--- config.mk ---
export PLATFORM = sky130hd
export DESIGN_NAME = option_regs
export DESIGN_NICKNAME = d
export VERILOG_FILES = /design/src/logic/opt_pkg.sv /design/src/logic/tb_if.sv /design/src/logic/timebase_divider.sv /design/src/logic/option_regs.sv
export SDC_FILE = /design/constraint.sdc
export NUM_CORES = 1
export LEC_CHECK = 0
export BUFFER_PORTS_ARGS = -buffer_cell sky130_fd_sc_hd__buf_2
export CORE_ASPECT_RATIO = 1.75
export CORE_MARGIN = 2
export CORE_UTILIZATION = 30
export CTS_CLUSTER_DIAMETER = 120
export DETAILED_ROUTE_END_ITERATION = 6
export GPL_TIMING_DRIVEN = 0
export PLACE_DENSITY = 0.6
export SKIP_CTS_REPAIR_TIMING = 1
export SYNTH_ARGS = -nofsm -noshare
export SYNTH_HDL_FRONTEND = slang
export SYNTH_HIERARCHICAL = 1
export SYNTH_SLANG_ARGS = --single-unit
--- constraint.sdc ---
create_clock -name clk -period 7.6 [get_ports clk]
set_input_delay 2.28 -clock clk [delete_from_list [all_inputs] [get_ports clk]]
set_output_delay 2.28 -clock clk [all_outputs]
set_load 0.005 [all_outputs]
--- src/logic/opt_pkg.sv ---
// constants and types for the option and timebase register bank
package opt_pkg;
  localparam int ADDR_W = 12;
  // register indices; byte address is four times the index
  localparam logic [7:0] IDX_DIV_HIGH = 8'h01;
  localparam logic [7:0] IDX_DIV_LOW = 8'h02;
  localparam logic [7:0] IDX_ARRAY_CFG = 8'h03;
  localparam logic [7:0] IDX_NV_ARRAY = 8'h04;
  localparam logic [7:0] IDX_NV_DIV_HIGH = 8'h05;
  localparam logic [7:0] IDX_NV_DIV_LOW = 8'h06;
  localparam logic [7:0] IDX_LATCH_CTRL = 8'h07;
  localparam logic [7:0] IDX_NV_CMD = 8'h08;
  localparam logic [7:0] IDX_SYSTEM_OPTIONS_FIRST = 8'h1F;
  localparam logic [7:0] IDX_SYSTEM_OPTIONS_SECOND = 8'h3F;
  // divisor high byte layout
  localparam int SECD_BIT = 7;
  localparam logic [7:0] DIV_HIGH_MASK = 8'h87;
  // first configuration register fields
  localparam int WDOG_DIS_BIT = 0;
  localparam int STOP_EN_BIT = 1;
  localparam int WDOG_RATE_BIT = 2;
  localparam int SHORT_REC_BIT = 3;
  localparam int MON_PWRD_BIT = 4;
  localparam int MON_RSTD_BIT = 5;
  localparam int MON_STOP_BIT = 6;
  localparam logic [7:0] CFG1_MASK = 8'h7F;
  // second configuration register fields
  localparam int DIV_CLK_SEL_BIT = 0;
  localparam logic [7:0] CFG2_MASK = 8'h01;
  // non-volatile command fields
  localparam int CMD_OP_LSB = 8;
  localparam int CMD_TGT_LSB = 10;
  localparam logic [1:0] OP_ERASE = 2'h1;
  localparam logic [1:0] OP_PROGRAM = 2'h2;
  localparam logic [1:0] TGT_ARRAY = 2'h0;
  localparam logic [1:0] TGT_DIV_HIGH = 2'h1;
  localparam logic [1:0] TGT_DIV_LOW = 2'h2;
  // factory contents of the non-volatile bytes
  localparam logic [7:0] NV_ARRAY_FACTORY = 8'h10;
  localparam logic [7:0] NV_DIV_HIGH_FACTORY = 8'h80;
  localparam logic [7:0] NV_DIV_LOW_FACTORY = 8'h00;
  localparam logic [7:0] NV_ERASED = 8'hFF;
  // stop recovery and watchdog timeouts in crystal cycles
  localparam logic [12:0] STOP_REC_SHORT = 13'h0020;
  localparam logic [12:0] STOP_REC_LONG = 13'h1000;
  localparam logic [17:0] WDOG_LONG = 18'h3FFF0;
  localparam logic [17:0] WDOG_SHORT = 18'h01FF0;
  localparam logic [1:0] RESP_OKAY = 2'h0;
  localparam logic [1:0] RESP_DECERR = 2'h3;
  typedef enum {SEL_NONE, SEL_DIV_HIGH, SEL_DIV_LOW, SEL_ARRAY_CFG, SEL_NV_ARRAY,
    SEL_NV_DIV_HIGH, SEL_NV_DIV_LOW, SEL_LATCH, SEL_NV_CMD, SEL_CFG1, SEL_CFG2} reg_sel_t;
endpackage

--- src/logic/tb_if.sv ---
// carrier between the register bank and the timebase divider
`timescale 1ns/10ps
`default_nettype none
interface tb_if;
  logic [10:0] divisor;
  logic use_bus_clk;
  logic xtal_edge;
  logic tick;
  modport ctrl (output divisor, output use_bus_clk, output xtal_edge, input tick);
  modport div (input divisor, input use_bus_clk, input xtal_edge, output tick);
endinterface
`default_nettype wire

--- src/logic/timebase_divider.sv ---
// divider that turns reference events into the timebase tick
`timescale 1ns/10ps
`default_nettype none
module timebase_divider
  import opt_pkg::*;
(
  input wire logic clk,
  input wire logic sys_rst,
  tb_if.div tb
);
  logic [10:0] count_q;
  logic tick_q;
  logic ref_event;
  logic [10:0] last_count;

  assign ref_event = tb.use_bus_clk | tb.xtal_edge;
  assign last_count = 11'(tb.divisor - 11'h001);

  // count reference events, tick and restart at the divisor
  always_ff @(posedge clk)
  begin
    if (sys_rst)
    begin
      count_q <= 11'h000;
      tick_q <= 1'b0;
    end
    else
    begin
      tick_q <= 1'b0;
      if (ref_event && tb.divisor != 11'h000)
      begin
        if (count_q >= last_count)
        begin
          count_q <= 11'h000;
          tick_q <= 1'b1;
        end
        else
        begin
          count_q <= 11'(count_q + 11'h001);
        end
      end
    end
  end

  assign tb.tick = tick_q;
endmodule // timebase_divider
`default_nettype wire

--- src/logic/option_regs.sv ---
// option, array configuration and timebase divisor registers on axi4-lite
//
// Chosen here: the AXI4-Lite slave port and the register addresses.
`timescale 1ns/10ps
`default_nettype none
// Notes on behaviour
// - every reset copies the array option byte into the read-only shadow
// - array option byte changes only by erase/program; factory value 0x10
// - 11-bit divisor in high and low bytes yields the 35 us tick
// - reset loads both divisor bytes from their non-volatile copies
// - security bit 0 locks divisor bytes and their non-volatile copies
// - divisor writable only with latch control 0 and security bit 1
// - clock-select 1 uses bus clock, 0 uses crystal clock
// - security bit programmed 0 reloads 0 on each reset, lock permanent
// - each configuration register takes one write per reset, always readable
// - reset clears both configuration registers
// - configuration registers sit at indices 0x1F and 0x3F
// - monitor runs in stop only with monitor-stop bit set and power not disabled
// - reset-disable 1 blocks monitor resets, 0 passes them
// - power-disable 1 removes monitor power
// - short recovery 1 gives 32 crystal cycles, 0 gives 4096
// - watchdog rate 1 gives 2^18-2^4 cycles, 0 gives 2^13-2^4
// - stop enable 0 makes STOP an illegal opcode
// - watchdog disable 1 turns the watchdog off
module option_regs
  import opt_pkg::*;
(
  input wire logic clk,
  input wire logic sys_rst,
  input wire logic nv_power_on,
  input wire logic crystal_clock,
  input wire logic monitor_reset_request,
  input wire logic stop_request,
  input wire logic [ADDR_W-1:0] s_axi_awaddr,
  input wire logic [2:0] s_axi_awprot,
  input wire logic s_axi_awvalid,
  output logic s_axi_awready,
  input wire logic [31:0] s_axi_wdata,
  input wire logic [3:0] s_axi_wstrb,
  input wire logic s_axi_wvalid,
  output logic s_axi_wready,
  output logic [1:0] s_axi_bresp,
  output logic s_axi_bvalid,
  input wire logic s_axi_bready,
  input wire logic [ADDR_W-1:0] s_axi_araddr,
  input wire logic [2:0] s_axi_arprot,
  input wire logic s_axi_arvalid,
  output logic s_axi_arready,
  output logic [31:0] s_axi_rdata,
  output logic [1:0] s_axi_rresp,
  output logic s_axi_rvalid,
  input wire logic s_axi_rready,
  output logic timebase_tick,
  output logic [7:0] array_configuration_shadow,
  output logic monitor_stop_active,
  output logic monitor_power_enable,
  output logic monitor_reset_out,
  output logic stop_illegal,
  output logic stop_execute,
  output logic watchdog_enable,
  output logic [12:0] stop_recovery_cycles,
  output logic [17:0] watchdog_timeout_cycles
);
  function automatic reg_sel_t decode(input logic [ADDR_W-1:0] a);
    logic [7:0] idx;
    idx = a[9:2];
    if (a[1:0] != 2'h0 || a[ADDR_W-1:10] != '0) return SEL_NONE;
    else if (idx == IDX_DIV_HIGH) return SEL_DIV_HIGH;
    else if (idx == IDX_DIV_LOW) return SEL_DIV_LOW;
    else if (idx == IDX_ARRAY_CFG) return SEL_ARRAY_CFG;
    else if (idx == IDX_NV_ARRAY) return SEL_NV_ARRAY;
    else if (idx == IDX_NV_DIV_HIGH) return SEL_NV_DIV_HIGH;
    else if (idx == IDX_NV_DIV_LOW) return SEL_NV_DIV_LOW;
    else if (idx == IDX_LATCH_CTRL) return SEL_LATCH;
    else if (idx == IDX_NV_CMD) return SEL_NV_CMD;
    else if (idx == IDX_SYSTEM_OPTIONS_FIRST) return SEL_CFG1;
    else if (idx == IDX_SYSTEM_OPTIONS_SECOND) return SEL_CFG2;
    else return SEL_NONE;
  endfunction

  logic aw_hold_q, w_hold_q, bvalid_q, rvalid_q;
  logic [ADDR_W-1:0] aw_addr_q;
  logic [31:0] w_data_q, rdata_q, rdata_d;
  logic [3:0] w_strb_q;
  logic [1:0] bresp_q, rresp_q;
  logic wr_go, wr_en;
  reg_sel_t wr_sel, rd_sel;
  logic [7:0] div_high_q, div_low_q, array_cfg_q;
  logic [7:0] nv_array_q, nv_div_high_q, nv_div_low_q;
  logic [7:0] cfg1_q, cfg2_q;
  logic cfg1_done_q, cfg2_done_q, latch_q;
  logic div_locked, div_write_ok, nv_cmd_go;
  logic [1:0] cmd_op, cmd_tgt;
  logic [7:0] cmd_data;
  logic xtal_meta_q, xtal_sync_q, xtal_prev_q;
  logic mon_rst_q, stop_ill_q, stop_exec_q;
  tb_if tbi ();

  // write channel: address and data taken in either order
  assign s_axi_awready = !aw_hold_q && !bvalid_q;
  assign s_axi_wready = !w_hold_q && !bvalid_q;
  assign wr_go = aw_hold_q && w_hold_q && !bvalid_q;
  assign wr_sel = decode(aw_addr_q);
  assign wr_en = wr_go && w_strb_q[0];

  always_ff @(posedge clk)
  begin
    if (sys_rst)
    begin
      aw_hold_q <= 1'b0;
      w_hold_q <= 1'b0;
      bvalid_q <= 1'b0;
      bresp_q <= RESP_OKAY;
      aw_addr_q <= '0;
      w_data_q <= 32'h00000000;
      w_strb_q <= 4'h0;
    end
    else
    begin
      if (s_axi_awvalid && s_axi_awready)
      begin
        aw_hold_q <= 1'b1;
        aw_addr_q <= s_axi_awaddr;
      end
      if (s_axi_wvalid && s_axi_wready)
      begin
        w_hold_q <= 1'b1;
        w_data_q <= s_axi_wdata;
        w_strb_q <= s_axi_wstrb;
      end
      if (wr_go)
      begin
        aw_hold_q <= 1'b0;
        w_hold_q <= 1'b0;
        bvalid_q <= 1'b1;
        bresp_q <= (wr_sel == SEL_NONE) ? RESP_DECERR : RESP_OKAY;
      end
      else if (bvalid_q && s_axi_bready)
      begin
        bvalid_q <= 1'b0;
      end
    end
  end

  assign s_axi_bvalid = bvalid_q;
  assign s_axi_bresp = bresp_q;

  // read channel: one read at a time, answer one cycle after address
  assign s_axi_arready = !rvalid_q;
  assign rd_sel = decode(s_axi_araddr);

  always_comb
  begin
    rdata_d = 32'h00000000;
    case (rd_sel)
      SEL_DIV_HIGH: rdata_d[7:0] = div_high_q;
      SEL_DIV_LOW: rdata_d[7:0] = div_low_q;
      SEL_ARRAY_CFG: rdata_d[7:0] = array_cfg_q;
      SEL_NV_ARRAY: rdata_d[7:0] = nv_array_q;
      SEL_NV_DIV_HIGH: rdata_d[7:0] = nv_div_high_q;
      SEL_NV_DIV_LOW: rdata_d[7:0] = nv_div_low_q;
      SEL_LATCH: rdata_d[0] = latch_q;
      SEL_CFG1: rdata_d[7:0] = cfg1_q;
      SEL_CFG2: rdata_d[7:0] = cfg2_q;
      default: rdata_d = 32'h00000000;
    endcase
  end

  always_ff @(posedge clk)
  begin
    if (sys_rst)
    begin
      rvalid_q <= 1'b0;
      rdata_q <= 32'h00000000;
      rresp_q <= RESP_OKAY;
    end
    else if (s_axi_arvalid && s_axi_arready)
    begin
      rvalid_q <= 1'b1;
      rdata_q <= rdata_d;
      rresp_q <= (rd_sel == SEL_NONE) ? RESP_DECERR : RESP_OKAY;
    end
    else if (rvalid_q && s_axi_rready)
    begin
      rvalid_q <= 1'b0;
    end
  end

  assign s_axi_rvalid = rvalid_q;
  assign s_axi_rdata = rdata_q;
  assign s_axi_rresp = rresp_q;

  // divisor bytes: reloaded at reset, writes gated by lock and latch
  assign div_locked = !div_high_q[SECD_BIT];
  assign div_write_ok = !latch_q && !div_locked;

  always_ff @(posedge clk)
  begin
    if (sys_rst)
    begin
      div_high_q <= nv_div_high_q & DIV_HIGH_MASK;
      div_low_q <= nv_div_low_q;
      array_cfg_q <= nv_array_q;
    end
    else if (wr_en && div_write_ok)
    begin
      if (wr_sel == SEL_DIV_HIGH) div_high_q <= w_data_q[7:0] & DIV_HIGH_MASK;
      if (wr_sel == SEL_DIV_LOW) div_low_q <= w_data_q[7:0];
    end
  end

  always_ff @(posedge clk)
  begin
    if (sys_rst)
    begin
      latch_q <= 1'b0;
    end
    else if (wr_en && wr_sel == SEL_LATCH)
    begin
      latch_q <= w_data_q[0];
    end
  end

  // non-volatile bytes: erase sets ones, program clears bits
  assign cmd_op = w_data_q[CMD_OP_LSB +: 2];
  assign cmd_tgt = w_data_q[CMD_TGT_LSB +: 2];
  assign cmd_data = w_data_q[7:0];
  assign nv_cmd_go = wr_en && wr_sel == SEL_NV_CMD && latch_q
    && (cmd_tgt == TGT_ARRAY || !div_locked);

  always_ff @(posedge clk)
  begin
    if (nv_power_on)
    begin
      nv_array_q <= NV_ARRAY_FACTORY;
      nv_div_high_q <= NV_DIV_HIGH_FACTORY;
      nv_div_low_q <= NV_DIV_LOW_FACTORY;
    end
    else if (nv_cmd_go)
    begin
      case (cmd_tgt)
        TGT_ARRAY:
        begin
          if (cmd_op == OP_ERASE) nv_array_q <= NV_ERASED;
          else if (cmd_op == OP_PROGRAM) nv_array_q <= nv_array_q & cmd_data;
        end
        TGT_DIV_HIGH:
        begin
          if (cmd_op == OP_ERASE) nv_div_high_q <= NV_ERASED;
          else if (cmd_op == OP_PROGRAM) nv_div_high_q <= nv_div_high_q & cmd_data;
        end
        TGT_DIV_LOW:
        begin
          if (cmd_op == OP_ERASE) nv_div_low_q <= NV_ERASED;
          else if (cmd_op == OP_PROGRAM) nv_div_low_q <= nv_div_low_q & cmd_data;
        end
        default:
        begin
          nv_array_q <= nv_array_q;
        end
      endcase
    end
  end

  // configuration registers: cleared at reset, one write each
  always_ff @(posedge clk)
  begin
    if (sys_rst)
    begin
      cfg1_q <= 8'h00;
      cfg2_q <= 8'h00;
      cfg1_done_q <= 1'b0;
      cfg2_done_q <= 1'b0;
    end
    else
    begin
      if (wr_en && wr_sel == SEL_CFG1 && !cfg1_done_q)
      begin
        cfg1_q <= w_data_q[7:0] & CFG1_MASK;
        cfg1_done_q <= 1'b1;
      end
      if (wr_en && wr_sel == SEL_CFG2 && !cfg2_done_q)
      begin
        cfg2_q <= w_data_q[7:0] & CFG2_MASK;
        cfg2_done_q <= 1'b1;
      end
    end
  end

  // crystal clock pin sampled on the bus clock
  always_ff @(posedge clk)
  begin
    if (sys_rst)
    begin
      xtal_meta_q <= 1'b0;
      xtal_sync_q <= 1'b0;
      xtal_prev_q <= 1'b0;
    end
    else
    begin
      xtal_meta_q <= crystal_clock;
      xtal_sync_q <= xtal_meta_q;
      xtal_prev_q <= xtal_sync_q;
    end
  end

  assign tbi.divisor = {div_high_q[2:0], div_low_q};
  assign tbi.use_bus_clk = cfg2_q[DIV_CLK_SEL_BIT];
  assign tbi.xtal_edge = !cfg2_q[DIV_CLK_SEL_BIT] && xtal_sync_q && !xtal_prev_q;

  timebase_divider u_div (
    .clk(clk),
    .sys_rst(sys_rst),
    .tb(tbi.div)
  );

  assign timebase_tick = tbi.tick;

  // gated system controls, registered
  always_ff @(posedge clk)
  begin
    if (sys_rst)
    begin
      mon_rst_q <= 1'b0;
      stop_ill_q <= 1'b0;
      stop_exec_q <= 1'b0;
    end
    else
    begin
      mon_rst_q <= monitor_reset_request && !cfg1_q[MON_RSTD_BIT];
      stop_ill_q <= stop_request && !cfg1_q[STOP_EN_BIT];
      stop_exec_q <= stop_request && cfg1_q[STOP_EN_BIT];
    end
  end

  assign array_configuration_shadow = array_cfg_q;
  assign monitor_stop_active = cfg1_q[MON_STOP_BIT] && !cfg1_q[MON_PWRD_BIT];
  assign monitor_power_enable = !cfg1_q[MON_PWRD_BIT];
  assign monitor_reset_out = mon_rst_q;
  assign stop_illegal = stop_ill_q;
  assign stop_execute = stop_exec_q;
  assign watchdog_enable = !cfg1_q[WDOG_DIS_BIT];
  assign stop_recovery_cycles = cfg1_q[SHORT_REC_BIT] ? STOP_REC_SHORT : STOP_REC_LONG;
  assign watchdog_timeout_cycles = cfg1_q[WDOG_RATE_BIT] ? WDOG_LONG : WDOG_SHORT;
endmodule // option_regs
`default_nettype wire

==> results of run 1 <==
[per-layer routing]
layer / global-route usage [%] / vias up / routed length (um)
met5: 0 / - / 0
met3: 2.58 / 41 / 834
met2: 31.0 / 178 / 9190
li1: - / 2615 / -
met4: 7.64 / 0 / 719
met1: 16.0 / 2375 / 5940
[path summary, 6_finish.rpt]
| check | to | cells past startpoint |
|---|---|---|
| max | s_axi_rdata[7] | 7 |
| min | xtal_sync_q | 1 |
| max reg2reg | u_div/count_q[4] | 13 |
| min reg2reg | xtal_sync_q | 1 |
[cell type report]
class | instances | area [um2] | area share [%]
timing repair buffer | 86 | 430 | 6.06
clock inverter | 3 | 22.5 | 0.317
sequential | 112 | 2440 | 34.4
inverter | 14 | 52.6 | 0.740
clock buffer | 13 | 280 | 3.95
buffer | 85 | 557 | 7.84
multi-input combinational | 517 | 3020 | 42.5
tap | 241 | 302 | 4.25
[report_power, final]
group	switching [mW]	internal, mW	leakage, nW
clock network	0.218	0.260	0.152
registers	0.0224	0.623	0.950
logic	0.0788	0.0643	1.83
total	0.319	0.947	2.93
[registers in the layout, summed over array words and instances (netlist names), 7 cells and up]
name	count
array_configuration_shadow	8
aw_addr_q	12
cfg1_q	7
div_low_q	8
nv_array_q	8
nv_div_high_q	8
nv_div_low_q	8
s_axi_rdata	8
u_div/count_q	11
w_data_q	12
[kinds of logic after synthesis]
family / synth area share (%)
adders and majority gates: 2.97
AOI/OAI and AO/OA: 16.6
xor gates and xnor gates: 1.49
and+or+nand+nor: 22.8
DFF: 41.4
muxes: 4.25
other: 0.127
buffers and inverters: 10.3
[worst max-delay path: stages]
cell and delay (ps):
buf_2 120, nor3_1 500, nand3_1 380, a21oi_2 510, mux2_2 400, a221oi_1 450
a211oi_1 140
[synthesized netlist by cell type (4+ instances only)]
master	instances
a211oi_1	4
a21oi_1	67
a311oi_1	5
a31oi_1	5
and3_1	7
buf_2	4
buf_4	56
clkbuf_1	20
dfxtp_1	92
edfxtp_1	20
ha_1	14
inv_1	14
mux2_2	8
mux2i_1	16
nand2_1	114
nand2b_1	8
nand3_1	18
nand4_1	7
nor2_1	42
nor2b_1	10
nor3_1	12
nor3b_1	6
nor4_1	7
o21ai_0	20
o21ai_1	5
o31ai_1	8
or3_1	6
or4_1	5
xnor2_1	8
[metrics by stage]
stage	hold WS, ps	total power, mW	instance area (um2)
3_5_place_dp	430	0.802	6800
6_report	447	1.27	7100
5_1_grt	467	1.32	7100
4_1_cts	454	1.27	7100
2_1_floorplan	414	0.749	6070
3_3_place_gp	424	0.800	6800
==> flow_summary.ini, run 1 <==
[cells_and_area]
utilization_pct = 37.0
final_common_cell = nand2_1
final_cells = 1071
mostFrequentLayoutCells = 114 x nand2_1, 92 x dfxtp_1, 90 x buf_2, 67 x a21oi_1, 56 x buf_4
n_fill_cell = 2032
num_antenna_cells = 0
area_delta_synth_final_pct = 20.5
final_nets = 916
layout-drive-gt1-share_pct = 22.9

[sta]
final_hold_viol_count = 0
max_freq_mhz = 219
finalClockSkew_ps = 8.88
setup_tns_ps = 0
setup_ws_ps = 3030
tightest_slew_ps = 1250
drv_slew = 0
min_period_over_period_pct = 60.1
max-slew-margin-rel_pct = 16.0
grt_setup_unrepaired = false
layout_min_cycle_time_ps = 4570
setup_viol = 0

[worst_setup_path]
crit_start = s_axi_araddr[6]
crit_required_ps = 7810
critPathMaxFanout = 9
reg2reg_setup_slack_ps = 4400
worst-setup-path-type = in2reg
crit_path_start_kind = input pin
arrival_ps = 4780
end_kind = flip-flop
crit-reg2reg-launch = div_low_q[0]

[clocking]
ctsHtreeMaxLevel = 3
worstSkewPairLatency_ps = 350
clk_pin_slew_ps = 70
tritoncts = yes
root_buffer = clkbuf_16
cts_sinks = 112
cts.path.max_buffers = 2
cts_buffers = 9

[logic_synthesis]
yosysTopAreaCell = dfxtp_1
netlist.area_leader.share_pct = 31.2
synth_ff_type = dfxtp_1
synth_cell_type_count = 72
synth_area_mm2 = 0.00589
ys_ff_latch = 112
synth_edf_count = 20
yosys_warnings = 6
postSynthCellCount = 682
synth-async-reset-ratio_pct = 0
synth_area_leaders = dfxtp_1 31%, edfxtp_1 10%, nand2_1 7.3%
seq_area_frac_synth_pct = 41.4
synth_area_per_cell_um2 = 8.64

[status]
violations = DRC
status = finished with violations

[routing]
drt-pass1-iter-count = 7
ant_nets = 0
routed_wl_um = 16700
drc = 3
routed_via_density = 4.86
vias = 5209
drt-initial-drc-count = 321
wl_per_cell_um = 15.6

[min_path]
min_path_type = reg2reg
worstHoldStart = xtal_meta_q

[floorplan]
start_util_pct = 30.7
die_h_um = 189
dieArea_mm2 = 0.0208
die_w_um = 110
ios = 164
core_mm2 = 0.0192
rows = 67

[global_routing]
grt_pass1_wl_um = 25900
grt_max_degree = 18
grt_overflow_total = 0
grt_pass1_vias = 4916
grt_antenna_before_repair = 0
track_usage_pct = 16.1

[placement]
gp_congestion = 0.890
dp.cells = 1055
port_buffers = 86
pre_cts_ws_ps = 2660
dp.final_hpwl_um = 13600

[run]
maxCapViolCount = 0

[pwr]
irDropWorstVdd_mv = 0.111
power_density_mw_per_mm2 = 178
leakage_nw = 2.93
Note: power is estimated with default switching activity, not from simulation.
==> run 2: changes to the inputs <==
ABC_AREA = 1   (was default)
PLACE_DENSITY = 0.61   (was 0.6)
clock period = 3.7 ns   (was 7.6 ns; I/O delays follow)
==> run 2 against run 1 <==
- the flow now finishes without violations
- first-iteration DRC count decreased by 25%
- worst setup slack got worse by 2300 ps
- core utilization shrank 0.88 points
- cell count grew 17%
- highest routed layer unchanged
- global-route usage decreased by 0.60 points
- critical path type unchanged
- clock skew rose by 3.0 ps
==> flow_summary.ini, run 2 <==
[routing]
drc = 0
drt-pass1-iter-count = 5
routed_wl_um = 17100
wl_per_cell_um = 13.7
drt-initial-drc-count = 242
ant_nets = 0
vias = 5662
routed_via_density = 4.51

[placement]
gp_congestion = 0.940
pre_cts_ws_ps = 342
dpl_cell_area_mm2 = 0.00721
port_buffers = 86
dp.final_hpwl_um = 14200

[worst_setup_path]
crit_path_start_kind = input pin
critPathMaxStageDelay_ps = 580
worst-setup-path-type = in2reg
r2r_cells = 13
cpMostUsedCell = clkbuf_1
reg2reg_setup_slack_ps = 1020
crit_required_ps = 3630
cp_slowest_cell = o21ai_0
arrival_ps = 2900
reg2reg_to = u_div/count_q[5]
path_cells = buf_2 > inv_1 > clkbuf_1 > clkbuf_1 > o21ai_0
end_kind = flip-flop
crit-reg2reg-launch = div_low_q[0]
critPathMaxFanout = 17

[logic_synthesis]
synth-xor-area-share_pct = 1.95
yosysTopAreaCell = dfxtp_1
synth_area_mm2 = 0.00629
synth_area_per_cell_um2 = 7.36
yosys_warnings = 6
yosys.area_share.simple_pct = 32.0
synth_area_leaders = dfxtp_1 29%, edfxtp_1 9.5%, nand2_1 8.7%
synth_fa_ha_area_share_pct = 2.78
netlist.area_leader.share_pct = 29.3
ys_ff_latch = 112
synth-async-reset-ratio_pct = 0
synth-compound-area-share_pct = 9.78
synth_top_family_by_area = simple AND/OR/NAND/NOR gates
synth_mux_area_share_pct = 0
synth_most_common_cell = nand2_1
seq_area_frac_synth_pct = 38.8
synth_cell_type_count = 43
synth_edf_count = 20
synth.top_cells.by_count = 146 x nand2_1, 128 x nor2_1, 94 x inv_1
postSynthCellCount = 855
synth_ff_type = dfxtp_1

[global_routing]
grt_pass1_wl_um = 26900
grt_antenna_before_repair = 0
grt_max_degree = 20
track_usage_pct = 15.5
grt_overflow_total = 0
grt_pass1_vias = 5418

[sta]
grt_setup_unrepaired = false
drv_slew = 0
tightest_slew_ps = 1190
setup_tns_ps = 0
max-slew-margin-rel_pct = 19.6
final_hold_viol_count = 0
layout_min_cycle_time_ps = 2970
min_period_over_period_pct = 80.2
max_freq_mhz = 337
setup_ws_ps = 731
finalClockSkew_ps = 11.9
setup_viol = 0

[pwr]
irDropWorstVdd_mv = 0.196
leakage_nw = 3.43
power_density_mw_per_mm2 = 348

[cells_and_area]
largest_registers = aw_addr_q x12, w_data_q x12, u_div/count_q x11
layout-drive-gt1-share_pct = 22.0
final_common_cell = nand2_1
mostFrequentLayoutCells = 146 x nand2_1, 128 x nor2_1, 94 x inv_1, 92 x dfxtp_1, 88 x buf_2
num_antenna_cells = 0
area_delta_synth_final_pct = 19.1
stdcell_area_mm2 = 0.00750
final_nets = 1089
n_fill_cell = 2251

[status]
status = finished, final reports clean

[floorplan]
rows = 70
die_w_um = 113
ios = 164
start_util_pct = 30.3
dieArea_mm2 = 0.0222
core_mm2 = 0.0208
die_h_um = 196

[clocking]
cts_sinks = 112
clk_pin_slew_ps = 80
tritoncts = yes
worstSkewPairLatency_ps = 350
ctsHtreeMaxLevel = 3
cts.path.max_buffers = 2
root_buffer = clkbuf_16
cts_buffers = 9

[min_path]
hold_depth = 2
min_path_type = reg2reg
worstHoldStart = xtal_meta_q
hold_path_end = xtal_sync_q

[run]
maxCapViolCount = 0
## run 2: layer usage
metal | vias up | routed length [um] | GRT usage (%)
li1 | 2946 | - | -
met1 | 2511 | 5750 | 13.5
met2 | 165 | 9650 | 31.0
met3 | 40 | 590 | 1.83
met4 | 0 | 1140 | 11.3
met5 | - | 0 | 0
## run 2: critical path, delay by kind of cell
kind	cells	cell delay, ps
buffers and inverters	4	1200
AO/OA/AOI/OAI	1	580
## run 2: power by group
part           total [mW]  switching (mW)  internal (mW)  leakage [nW]
sequential           1.33          0.0388           1.29         0.951
combinational       0.345           0.213          0.131          2.33
clock               0.938           0.470          0.469         0.140
total                2.61           0.722           1.89          3.43
## run 2: cells by family (layout without fill, tap and decap cells)
| kind of cell | after synthesis | in the layout |
|---|---|---|
| buffers and inverters | 179 | 281 |
| adders and majority gates | 14 | 14 |
| AOI/OAI and AO/OA | 114 | 114 |
| DFF | 112 | 112 |
| xor gates and xnor gates | 14 | 14 |
| other | 2 | 48 |
| and+or+nand+nor | 420 | 420 |
## run 2: stage by stage
step | cells | hold slack, ps | power [mW] | utilization [%]
after floorplan | 901 | 388 | 1.59 | -
after global placement | 1239 | 398 | 1.70 | 34.7
after detailed placement | 1239 | 402 | 1.70 | 34.7
after CTS | 1255 | 415 | 2.64 | 36.1
after global routing | 1255 | 429 | 2.73 | 36.1
final | 1255 | 409 | 2.61 | 36.1
## run 2: layout make-up
class | instances | area [um2] | area share [%]
clock inverter | 6 | 56.3 | 0.751
multi-input combinational | 610 | 3110 | 41.5
tap | 252 | 315 | 4.21
timing repair buffer | 86 | 430 | 5.74
inverter | 105 | 398 | 5.31
buffer | 74 | 517 | 6.89
sequential | 112 | 2440 | 32.6
clock buffer | 10 | 229 | 3.05
## run 2: worst max-delay path by stage
stage                   endpoint  startpoint  slack (ps)
floorplan           div_low_q[0]     sys_rst        1360
global placement    div_low_q[3]     sys_rst         380
detailed placement  div_low_q[3]     sys_rst         340
CTS                 div_low_q[3]     sys_rst         710
global route        div_low_q[3]     sys_rst         520
finish              div_low_q[3]     sys_rst         730
